===== src/hdl/lrt_pkg.sv =====
// Package for the resonance tracking control block.
// Assumes a single 25 MHz clock domain and a byte-wide register port.
package lrt_pkg;
  // Register offsets on the byte register port.
  localparam logic [7:0] ACTUATOR_CONFIG_ADDR = 8'h1a;
  localparam logic [7:0] OPEN_LOOP_FALLBACK_CONFIG_ADDR = 8'h1f;
  localparam logic [7:0] RESONANCE_PERIOD_REPORT_ADDR = 8'h22;
  // Field positions.
  localparam int ACTUATOR_TYPE_SELECT_BIT = 7;
  localparam int AUTO_OPEN_LOOP_ENABLE_BIT = 4;
  localparam int OPEN_LOOP_FALLBACK_COUNT_LSB = 2;
  // Reset values.
  localparam logic [7:0] ACTUATOR_CONFIG_RESET = 8'h80;
  localparam logic [7:0] OPEN_LOOP_FALLBACK_CONFIG_RESET = 8'h00;
  localparam logic [7:0] RESONANCE_PERIOD_RESET = 8'h00;
  // Timing: one period unit and the clock it is counted in.
  localparam int CLK_PERIOD_NS = 40;
  localparam int PERIOD_UNIT_NS = 98490;
  localparam int PERIOD_UNIT_CYCLES = PERIOD_UNIT_NS / CLK_PERIOD_NS;
  localparam int TICK_CNT_W = 12;
  // Tracker states.
  typedef enum logic [1:0]
  {
    ST_IDLE = 2'b00,
    ST_TRACK = 2'b01,
    ST_FALLBACK = 2'b10,
    ST_OPEN_LOOP = 2'b11
  } lrt_state_t;
endpackage


===== src/hdl/lrt_tick_if.sv =====
// Interface carrying the period unit tick between the tick divider and core.
// Assumes both ends run on the same clock.
`timescale 1ns/1ns
interface lrt_tick_if;
  logic tick;
  modport source (output tick);
  modport sink (input tick);
endinterface


===== src/hdl/lrt_core.sv =====
// Resonance tracking and open-loop fallback core of a haptic driver.
// Assumes a byte register port fed by the serial register interface,
// synchronous inputs, and a zero-cross pulse from the back-EMF comparator.
`timescale 1ns/1ns

// Functional notes
// RULE_01 - Software sets the actuator type bit before it starts a waveform.
// RULE_02 - The drive phase locks to resonance at the first back-EMF zero cross.
// RULE_03 - Every later zero cross re-times the drive, following drift.
// RULE_04 - Tracking needs no calibration and level calibration never touches it.
// RULE_05 - The tracked resonance period is readable at register 0x22.
// RULE_06 - Software reads the period only while driving a moving actuator.
// RULE_07 - Without valid back-EMF the drive continues open-loop at a default rate.
// RULE_08 - The default half period is drive time minus zero-cross detect time.
// RULE_09 - When back-EMF becomes valid again the tracker takes over once more.
// RULE_10 - With auto open-loop enabled the open-loop state never resynchronises.
// RULE_11 - Auto open-loop is entered only after cycles that failed to sync.
// RULE_12 - A two-bit field sets how many unsynced cycles are tolerated.
// RULE_13 - Open-loop period is the seven-bit period field times the unit.
// RULE_14 - In auto open-loop, overdrive and braking are disabled.
// RULE_15 - The output is trinary: positive, negative or off.
// RULE_16 - The unsynced cycle counter clears when a new waveform starts.
module lrt_core
  import lrt_pkg::*;
(
  input wire logic CLK,
  input wire logic RST_B,
  input wire logic [7:0] REG_ADDR,
  input wire logic [7:0] REG_WDATA,
  input wire logic REG_WR,
  output logic [7:0] REG_RDATA,
  input wire logic GO,
  input wire logic BEMF_VALID,
  input wire logic ZERO_CROSS,
  input wire logic [4:0] DRIVE_TIME,
  input wire logic [1:0] ZERO_CROSS_DETECT_TIME,
  input wire logic [6:0] OPEN_LOOP_PERIOD,
  output logic DRIVE_POS,
  output logic DRIVE_NEG,
  output logic CLOSED_LOOP_ACTIVE,
  output logic SYNCED
);
  import lrt_pkg::*;

  lrt_tick_if tick_bus ();
  logic [7:0] actuator_config;
  logic [7:0] open_loop_fallback_config;
  logic [7:0] resonance_period_report;
  lrt_state_t state;
  lrt_state_t next_state;
  logic go_d;
  logic [7:0] half_count;
  logic [7:0] default_half;
  logic [7:0] ol_half;
  logic [2:0] miss_count;
  logic [2:0] miss_limit;
  logic polarity;
  logic actuator_type_select;
  logic auto_open_loop_enable;
  logic start;
  logic tick;
  logic zc_hit;
  logic timeout;
  logic ol_flip;
  logic miss_due;

  lrt_tick u_tick
  (
    .CLK(CLK),
    .RST_B(RST_B),
    .TICK(tick_bus.source)
  );

  assign tick = tick_bus.tick;
  assign actuator_type_select = actuator_config[ACTUATOR_TYPE_SELECT_BIT];
  assign auto_open_loop_enable =
    open_loop_fallback_config[AUTO_OPEN_LOOP_ENABLE_BIT];
  // Tolerated unsynced cycles is the field value plus one.
  assign miss_limit = {1'b0,
    open_loop_fallback_config[OPEN_LOOP_FALLBACK_COUNT_LSB +: 2]} + 3'd1;
  assign start = GO && !go_d;

  // Default half period from drive and detect times, never below one unit.
  always_comb
  begin
    logic [5:0] zc_units;
    zc_units = {4'h0, ZERO_CROSS_DETECT_TIME} + 6'd1;
    if ({1'b0, DRIVE_TIME} > zc_units)
      default_half = {2'b00, 6'({1'b0, DRIVE_TIME} - zc_units)}; // [RULE_08]
    else
      default_half = 8'h01;
  end

  // Open-loop half period in units; the full cycle spans the period field.
  assign ol_half = {1'b0, OPEN_LOOP_PERIOD} >> 1;

  // Event terms; tracking uses only zero crosses, no calibration data.
  assign zc_hit = ZERO_CROSS && BEMF_VALID && actuator_type_select; // [RULE_04]
  // The timer counts whole units, so the flip lands on the tick that ends
  // the default half period.
  assign timeout = tick && (half_count + 8'd1 >= default_half); // [RULE_08]
  // Widened so that a saturated miss count still reaches the limit.
  assign miss_due = ({1'b0, miss_count} + 4'd1) >= {1'b0, miss_limit};
  assign ol_flip = tick && ((half_count + 8'd1 == ol_half) ||
    (half_count + 8'd1 >= {1'b0, OPEN_LOOP_PERIOD})); // [RULE_13]

  // Register writes; the report register is read only.
  always_ff @(posedge CLK)
  begin
    if (!RST_B)
    begin
      actuator_config <= ACTUATOR_CONFIG_RESET;
      open_loop_fallback_config <= OPEN_LOOP_FALLBACK_CONFIG_RESET;
    end
    else if (REG_WR)
    begin
      if (REG_ADDR == ACTUATOR_CONFIG_ADDR)
        actuator_config <= REG_WDATA; // [RULE_01]
      if (REG_ADDR == OPEN_LOOP_FALLBACK_CONFIG_ADDR)
        open_loop_fallback_config <= REG_WDATA;
    end
  end

  // Registered read data; unmapped offsets read zero.
  always_ff @(posedge CLK)
  begin
    if (!RST_B)
      REG_RDATA <= 8'h00;
    else
    begin
      case (REG_ADDR)
        ACTUATOR_CONFIG_ADDR: REG_RDATA <= actuator_config;
        OPEN_LOOP_FALLBACK_CONFIG_ADDR:
          REG_RDATA <= open_loop_fallback_config;
        RESONANCE_PERIOD_REPORT_ADDR:
          REG_RDATA <= resonance_period_report; // [RULE_05]
        default: REG_RDATA <= 8'h00;
      endcase
    end
  end

  // Waveform start edge detector.
  always_ff @(posedge CLK)
  begin
    if (!RST_B)
      go_d <= 1'b0;
    else
      go_d <= GO;
  end

  // Next state of the tracker.
  always_comb
  begin
    next_state = state;
    case (state)
      ST_IDLE:
        if (start && actuator_type_select)
          next_state = BEMF_VALID ? ST_TRACK : ST_FALLBACK;
      ST_TRACK:
        if (!GO)
          next_state = ST_IDLE;
        else if (auto_open_loop_enable && timeout && miss_due)
          next_state = ST_OPEN_LOOP; // [RULE_11] [RULE_12]
        else if (!BEMF_VALID)
          next_state = ST_FALLBACK; // [RULE_07]
      ST_FALLBACK:
        if (!GO)
          next_state = ST_IDLE;
        else if (auto_open_loop_enable && timeout && miss_due)
          next_state = ST_OPEN_LOOP; // [RULE_11] [RULE_12]
        else if (zc_hit)
          next_state = ST_TRACK; // [RULE_09]
      ST_OPEN_LOOP:
        if (!GO)
          next_state = ST_IDLE; // [RULE_10]
      default: next_state = ST_IDLE;
    endcase
  end

  // State register.
  always_ff @(posedge CLK)
  begin
    if (!RST_B)
      state <= ST_IDLE;
    else
      state <= next_state;
  end

  // Half period timer: restarts at each zero cross or timeout, and at the end of each open-loop period.
  // Zero crosses are ignored once open loop has taken over.
  always_ff @(posedge CLK)
  begin
    if (!RST_B)
      half_count <= 8'h00;
    else if (state == ST_IDLE ||
             (zc_hit && state != ST_OPEN_LOOP)) // [RULE_02] [RULE_10]
      half_count <= 8'h00;
    else if (state == ST_OPEN_LOOP)
    begin
      if (ol_flip && half_count + 8'd1 >= {1'b0, OPEN_LOOP_PERIOD})
        half_count <= 8'h00;
      else if (tick)
        half_count <= half_count + 8'd1;
    end
    else if (timeout)
      half_count <= 8'h00;
    else if (tick && half_count != 8'hff)
      half_count <= half_count + 8'd1;
  end

  // Unsynced cycle counter, cleared at each waveform start.
  always_ff @(posedge CLK)
  begin
    if (!RST_B)
      miss_count <= 3'd0;
    else if (start || state == ST_IDLE) // [RULE_16]
      miss_count <= 3'd0;
    else if (zc_hit && state == ST_TRACK)
      miss_count <= 3'd0;
    else if (timeout && state != ST_OPEN_LOOP && miss_count != 3'd7)
      miss_count <= miss_count + 3'd1;
  end

  // Drive polarity: flips on zero crosses, timeouts and open-loop edges.
  always_ff @(posedge CLK)
  begin
    if (!RST_B)
      polarity <= 1'b0;
    else if (state == ST_IDLE)
      polarity <= 1'b0;
    else if (state == ST_OPEN_LOOP)
    begin
      if (ol_flip)
        polarity <= ~polarity; // [RULE_13]
    end
    else if (zc_hit)
      polarity <= ~polarity; // [RULE_02] [RULE_03]
    else if (timeout)
      polarity <= ~polarity; // [RULE_07] [RULE_08]
  end

  // Period report: twice the half period captured at a tracked zero cross.
  always_ff @(posedge CLK)
  begin
    if (!RST_B)
      resonance_period_report <= RESONANCE_PERIOD_RESET;
    else if (zc_hit && state == ST_TRACK)
    begin
      if (half_count[7])
        resonance_period_report <= 8'hff;
      else
        resonance_period_report <= {half_count[6:0], 1'b0}; // [RULE_05]
    end
  end

  // Trinary output stage and status flags.
  always_ff @(posedge CLK)
  begin
    if (!RST_B)
    begin
      DRIVE_POS <= 1'b0;
      DRIVE_NEG <= 1'b0;
      CLOSED_LOOP_ACTIVE <= 1'b0;
      SYNCED <= 1'b0;
    end
    else
    begin
      if (!actuator_type_select)
      begin
        DRIVE_POS <= GO; // [RULE_15]
        DRIVE_NEG <= 1'b0;
        CLOSED_LOOP_ACTIVE <= GO;
        SYNCED <= 1'b0;
      end
      else
      begin
        DRIVE_POS <= (state != ST_IDLE) && !polarity; // [RULE_15]
        DRIVE_NEG <= (state != ST_IDLE) && polarity;
        CLOSED_LOOP_ACTIVE <= (state == ST_TRACK) ||
          (state == ST_FALLBACK); // [RULE_14]
        SYNCED <= (state == ST_TRACK);
      end
    end
  end
endmodule


===== src/hdl/lrt_tick.sv =====
// Divider producing a one-cycle tick once per period unit.
// Assumes a synchronous active-low reset.
`timescale 1ns/1ns
module lrt_tick
  import lrt_pkg::*;
#(
  parameter int DIVIDE = PERIOD_UNIT_CYCLES
)
(
  input wire logic CLK,
  input wire logic RST_B,
  lrt_tick_if.source TICK
);
  import lrt_pkg::*;

  logic [TICK_CNT_W-1:0] count;

  // Counts clock cycles and wraps once per period unit.
  always_ff @(posedge CLK)
  begin
    if (!RST_B)
      count <= '0;
    else if (count == TICK_CNT_W'(DIVIDE - 1))
      count <= '0;
    else
      count <= count + 1'b1;
  end

  assign TICK.tick = (count == TICK_CNT_W'(DIVIDE - 1));
endmodule


===== config.mk =====
export PLATFORM = sky130hd
export DESIGN_NAME = lrt_core
export DESIGN_NICKNAME = d
export VERILOG_FILES = /design/src/hdl/lrt_pkg.sv /design/src/hdl/lrt_tick_if.sv /design/src/hdl/lrt_core.sv /design/src/hdl/lrt_tick.sv
export SDC_FILE = /design/constraint.sdc
export NUM_CORES = 1
export LEC_CHECK = 0
export ABC_AREA = 1
export BUFFER_PORTS_ARGS = -buffer_cell sky130_fd_sc_hd__buf_4
export CAP_MARGIN = 15
export CORE_ASPECT_RATIO = 1.4
export CORE_MARGIN = 2
export CORE_UTILIZATION = 56
export CTS_CLUSTER_SIZE = 12
export DETAILED_ROUTE_END_ITERATION = 16
export PLACE_DENSITY = 0.77
export SLEW_MARGIN = 20
export SYNTH_ARGS = -nofsm -noshare
export SYNTH_HDL_FRONTEND = slang
export SYNTH_SLANG_ARGS = --single-unit

===== constraint.sdc =====
create_clock -name CLK -period 5.2 [get_ports CLK]
set_input_delay 0.26 -clock CLK [delete_from_list [all_inputs] [get_ports CLK]]
set_output_delay 0.26 -clock CLK [all_outputs]
set_load 0.02 [all_outputs]

==> impl_metrics.tcl <==
set metrics [dict create \
    status "finished, final reports clean" \
    grt_pass1_vias 3365 \
    grt_max_degree 26 \
    wl_per_cell_um 12.3 \
    viasPerCell 5.21 \
    r2r_start "half_count[0]" \
    place_hpwl_mm 6.40 \
    tightestPinTransition_ps 479 \
    rrSetupSlack_ps 2640 \
    fmax_ghz 0.328 \
    die_area_um2 7240 \
    path_buf_inv 3 \
    synth_area_per_cell_um2 7.03 \
    final_cell_area_um2 4250 \
    fill_cells 566 \
    routed-via-count 3385 \
    grt_overflow_total 0 \
    worstPathMaxFanout 14 \
    fin_crit_sh 0.587 \
    post-route-util 0.675 \
    core_um2 6300 \
    skew_ps 7.80 \
    slew_viol_final 0 \
    syn-cell-area_um2 3680 \
    rsz0062_at_grt "false" \
    worstSetupEndpointType "flop" \
    holdWs_ps 138 \
    syn_to_final_growth_pct 15.5 \
    netlist_instances 523 \
    rows 34 \
    finalPower_mw 1.13 \
    final-setup-viol-count 0 \
    slowest_delay_ps 420 \
    crit_cells 19 \
    drt_iter0_markers 149 \
    ios 48 \
    clk_path_buf_depth 2 \
    grt_pass1_wl_mm 14.0 \
    irDropWorstVdd_uv 159 \
    p_leak_nw 2.01 \
    dr.pass1.iters 5 \
    drc_errors 0 \
    synth_seq_cells 63 \
    die_h_um 99.9 \
    finalHoldViolCount 0 \
    cts_resized 0 \
    synth_largest_area_cell "dfxtp_1" \
    drtAntennaViolNets 0 \
    crit_end "half_count[1]" \
    place_congestion 0.897 \
    cp.required_ps 5460 \
    root_buffer "clkbuf_8" \
    final_cell_mix "nand2_1 (107), inv_1 (97), dfxtp_1 (63), nor2_1 (49), buf_4 (47)" \
    final_common_cell "nand2_1" \
    hold_path_class "input pin to flop" \
    yosysWarnings 0 \
    fin_crit_ps 3050 \
    power_density_nw_per_um2 266 \
    cts_buffers 9 \
    cap_viol_max_count 0 \
    synth_cell_types 42 \
    cts_tree "built" \
    cts_hold_buf 0 \
    finalSetupTns_ps 0 \
    multi_input_area_um2 1990 \
    cts_sinks 63 \
    path_clk_slew_ps 80 \
    start_util 0.584 \
    placed_area_um2 4080 \
    synth_top_area_share 0.343 \
    r2r_cells 13 \
    io_buffers 47 \
    path_cells "buf_4 -> ha_1 -> fa_1 -> or2_2 -> nand2_1 -> o21ai_0 -> inv_1 -> o21ai_0 -> a21o_1 -> ha_1 -> a21oi_1 -> nand2_1 -> nand2_1 -> nand3_2 -> nand3_4 -> nand2_2 -> inv_2 -> nand2_1 -> a21oi_1" \
    cp_common_cell "nand2_1" \
    synth_area_leaders "dfxtp_1 (34%), nand2_1 (11%), ha_1 (10%)" \
    cts_setup_buffers 0 \
    cp_top_family "adder cells" \
    crit_path_start "ZERO_CROSS_DETECT_TIME[0]" \
    path_class "input pin to flop" \
    crit_arrival_ps 3320 \
    synth_nets 590 \
    crit_path_start_kind "input pin" \
    antenna_cells 0 \
    grt.total_usage 0.240 \
    drive_gt1_frac 0.147 \
    seq_area_um2 1260 \
    ys_seq_area_frac 0.343 \
    nets 640 \
    wl_mm 7.97 \
    slowest_stage "fa_1" \
    h-tree-depth 3 \
    die_w_um 72.5 \
    r2r_end "half_count[1]" \
    relSlewSlack 0.678 \
    antenna_found_initial 0 \
    clk_latency_ps 340 \
]
per-stage QoR:
| step | std cells | setup slack [ps] |
|---|---|---|
| floorplan | 523 | 2310 |
| global placement | 634 | 1980 |
| detailed placement | 634 | 1830 |
| CTS | 650 | 2180 |
| global route | 650 | 1950 |
| finish | 650 | 2150 |
sequential cells by signal, indices dropped and copies added, names as in the netlist:
name,count
polarity,1
CLOSED_LOOP_ACTIVE,1
half_count,8
resonance_period_report,8
REG_RDATA,8
SYNCED,1
actuator_config,8
DRIVE_POS,1
u_tick.count,12
miss_count,3
open_loop_fallback_config,8
state,2
go_d,1
DRIVE_NEG,1
layer usage:
layer	track usage	wire (µm)	part of all wire
met5	0	0	0
met4	0.121	155	0.019
met3	0.0392	289	0.036
met2	0.452	4290	0.54
met1	0.248	3240	0.41
cells in the mapped netlist:
cell type / n
nand2_2: 5
a31oi_1: 1
a32o_1: 1
a22oi_1: 1
buf_2: 2
nor2_2: 2
o21ai_1: 1
inv_2: 3
o31ai_1: 1
nand3_2: 2
nand4_1: 14
clkbuf_1: 4
a221oi_1: 5
ha_1: 30
o221ai_1: 7
nor3_2: 2
o21bai_1: 2
xor2_1: 3
or2_2: 3
a21oi_2: 1
a211oi_1: 3
nor2_1: 49
o22ai_1: 1
nand3_4: 1
inv_1: 97
nand2_1: 107
o21ai_0: 23
clkinv_1: 1
o211ai_2: 1
buf_4: 1
fa_1: 1
nor3_1: 12
nor3b_1: 2
a21oi_1: 36
buf_6: 1
a21boi_1: 1
a21o_1: 3
nand3_1: 25
xnor2_1: 1
nor2_4: 2
dfxtp_1: 63
o21a_1: 2
where the power goes:
part	internal (mW)	switching, mW	leakage (nW)
Sequential	0.510	0.0126	0.510
Combinational	0.0955	0.141	1.42
Clock	0.172	0.198	0.0854
area by class of cell:
class                   count  share of cell area
clock buffers               9              0.0292
clock inverters             7              0.0112
inverters                 101              0.0892
multi-input cells         351               0.469
flip-flops and latches     63               0.297
well taps                  72              0.0212
repair buffers             47              0.0831
worst min-delay path, stage by stage:
cell and delay, ps:
buf_4 80, a21oi_1 50, o21ai_0 60
worst min-delay path by stage:
stage               slack [ps]                  to  cells after the start          startpoint
detailed placement         450  actuator_config[2]                      2  actuator_config[2]
finish                     140  actuator_config[7]                      3        REG_WDATA[7]
global route               150  actuator_config[7]                      3        REG_WDATA[7]
floorplan                  370                go_d                      2                  GO
global placement           440  actuator_config[4]                      2  actuator_config[4]
CTS                        130  actuator_config[7]                      3        REG_WDATA[7]
cells by family (layout without fill, tap and decap cells):
family          count (synthesis)  count (layout)  synth area share
simple gates                  226             226             0.276
flops                          63              63             0.343
compound gates                 90              90             0.149
buf+inv                       109             164             0.115
xor+xnor                        4               4           0.00953
fa+ha+maj                      31              31             0.108
Power figures use the tool's default switching activity.
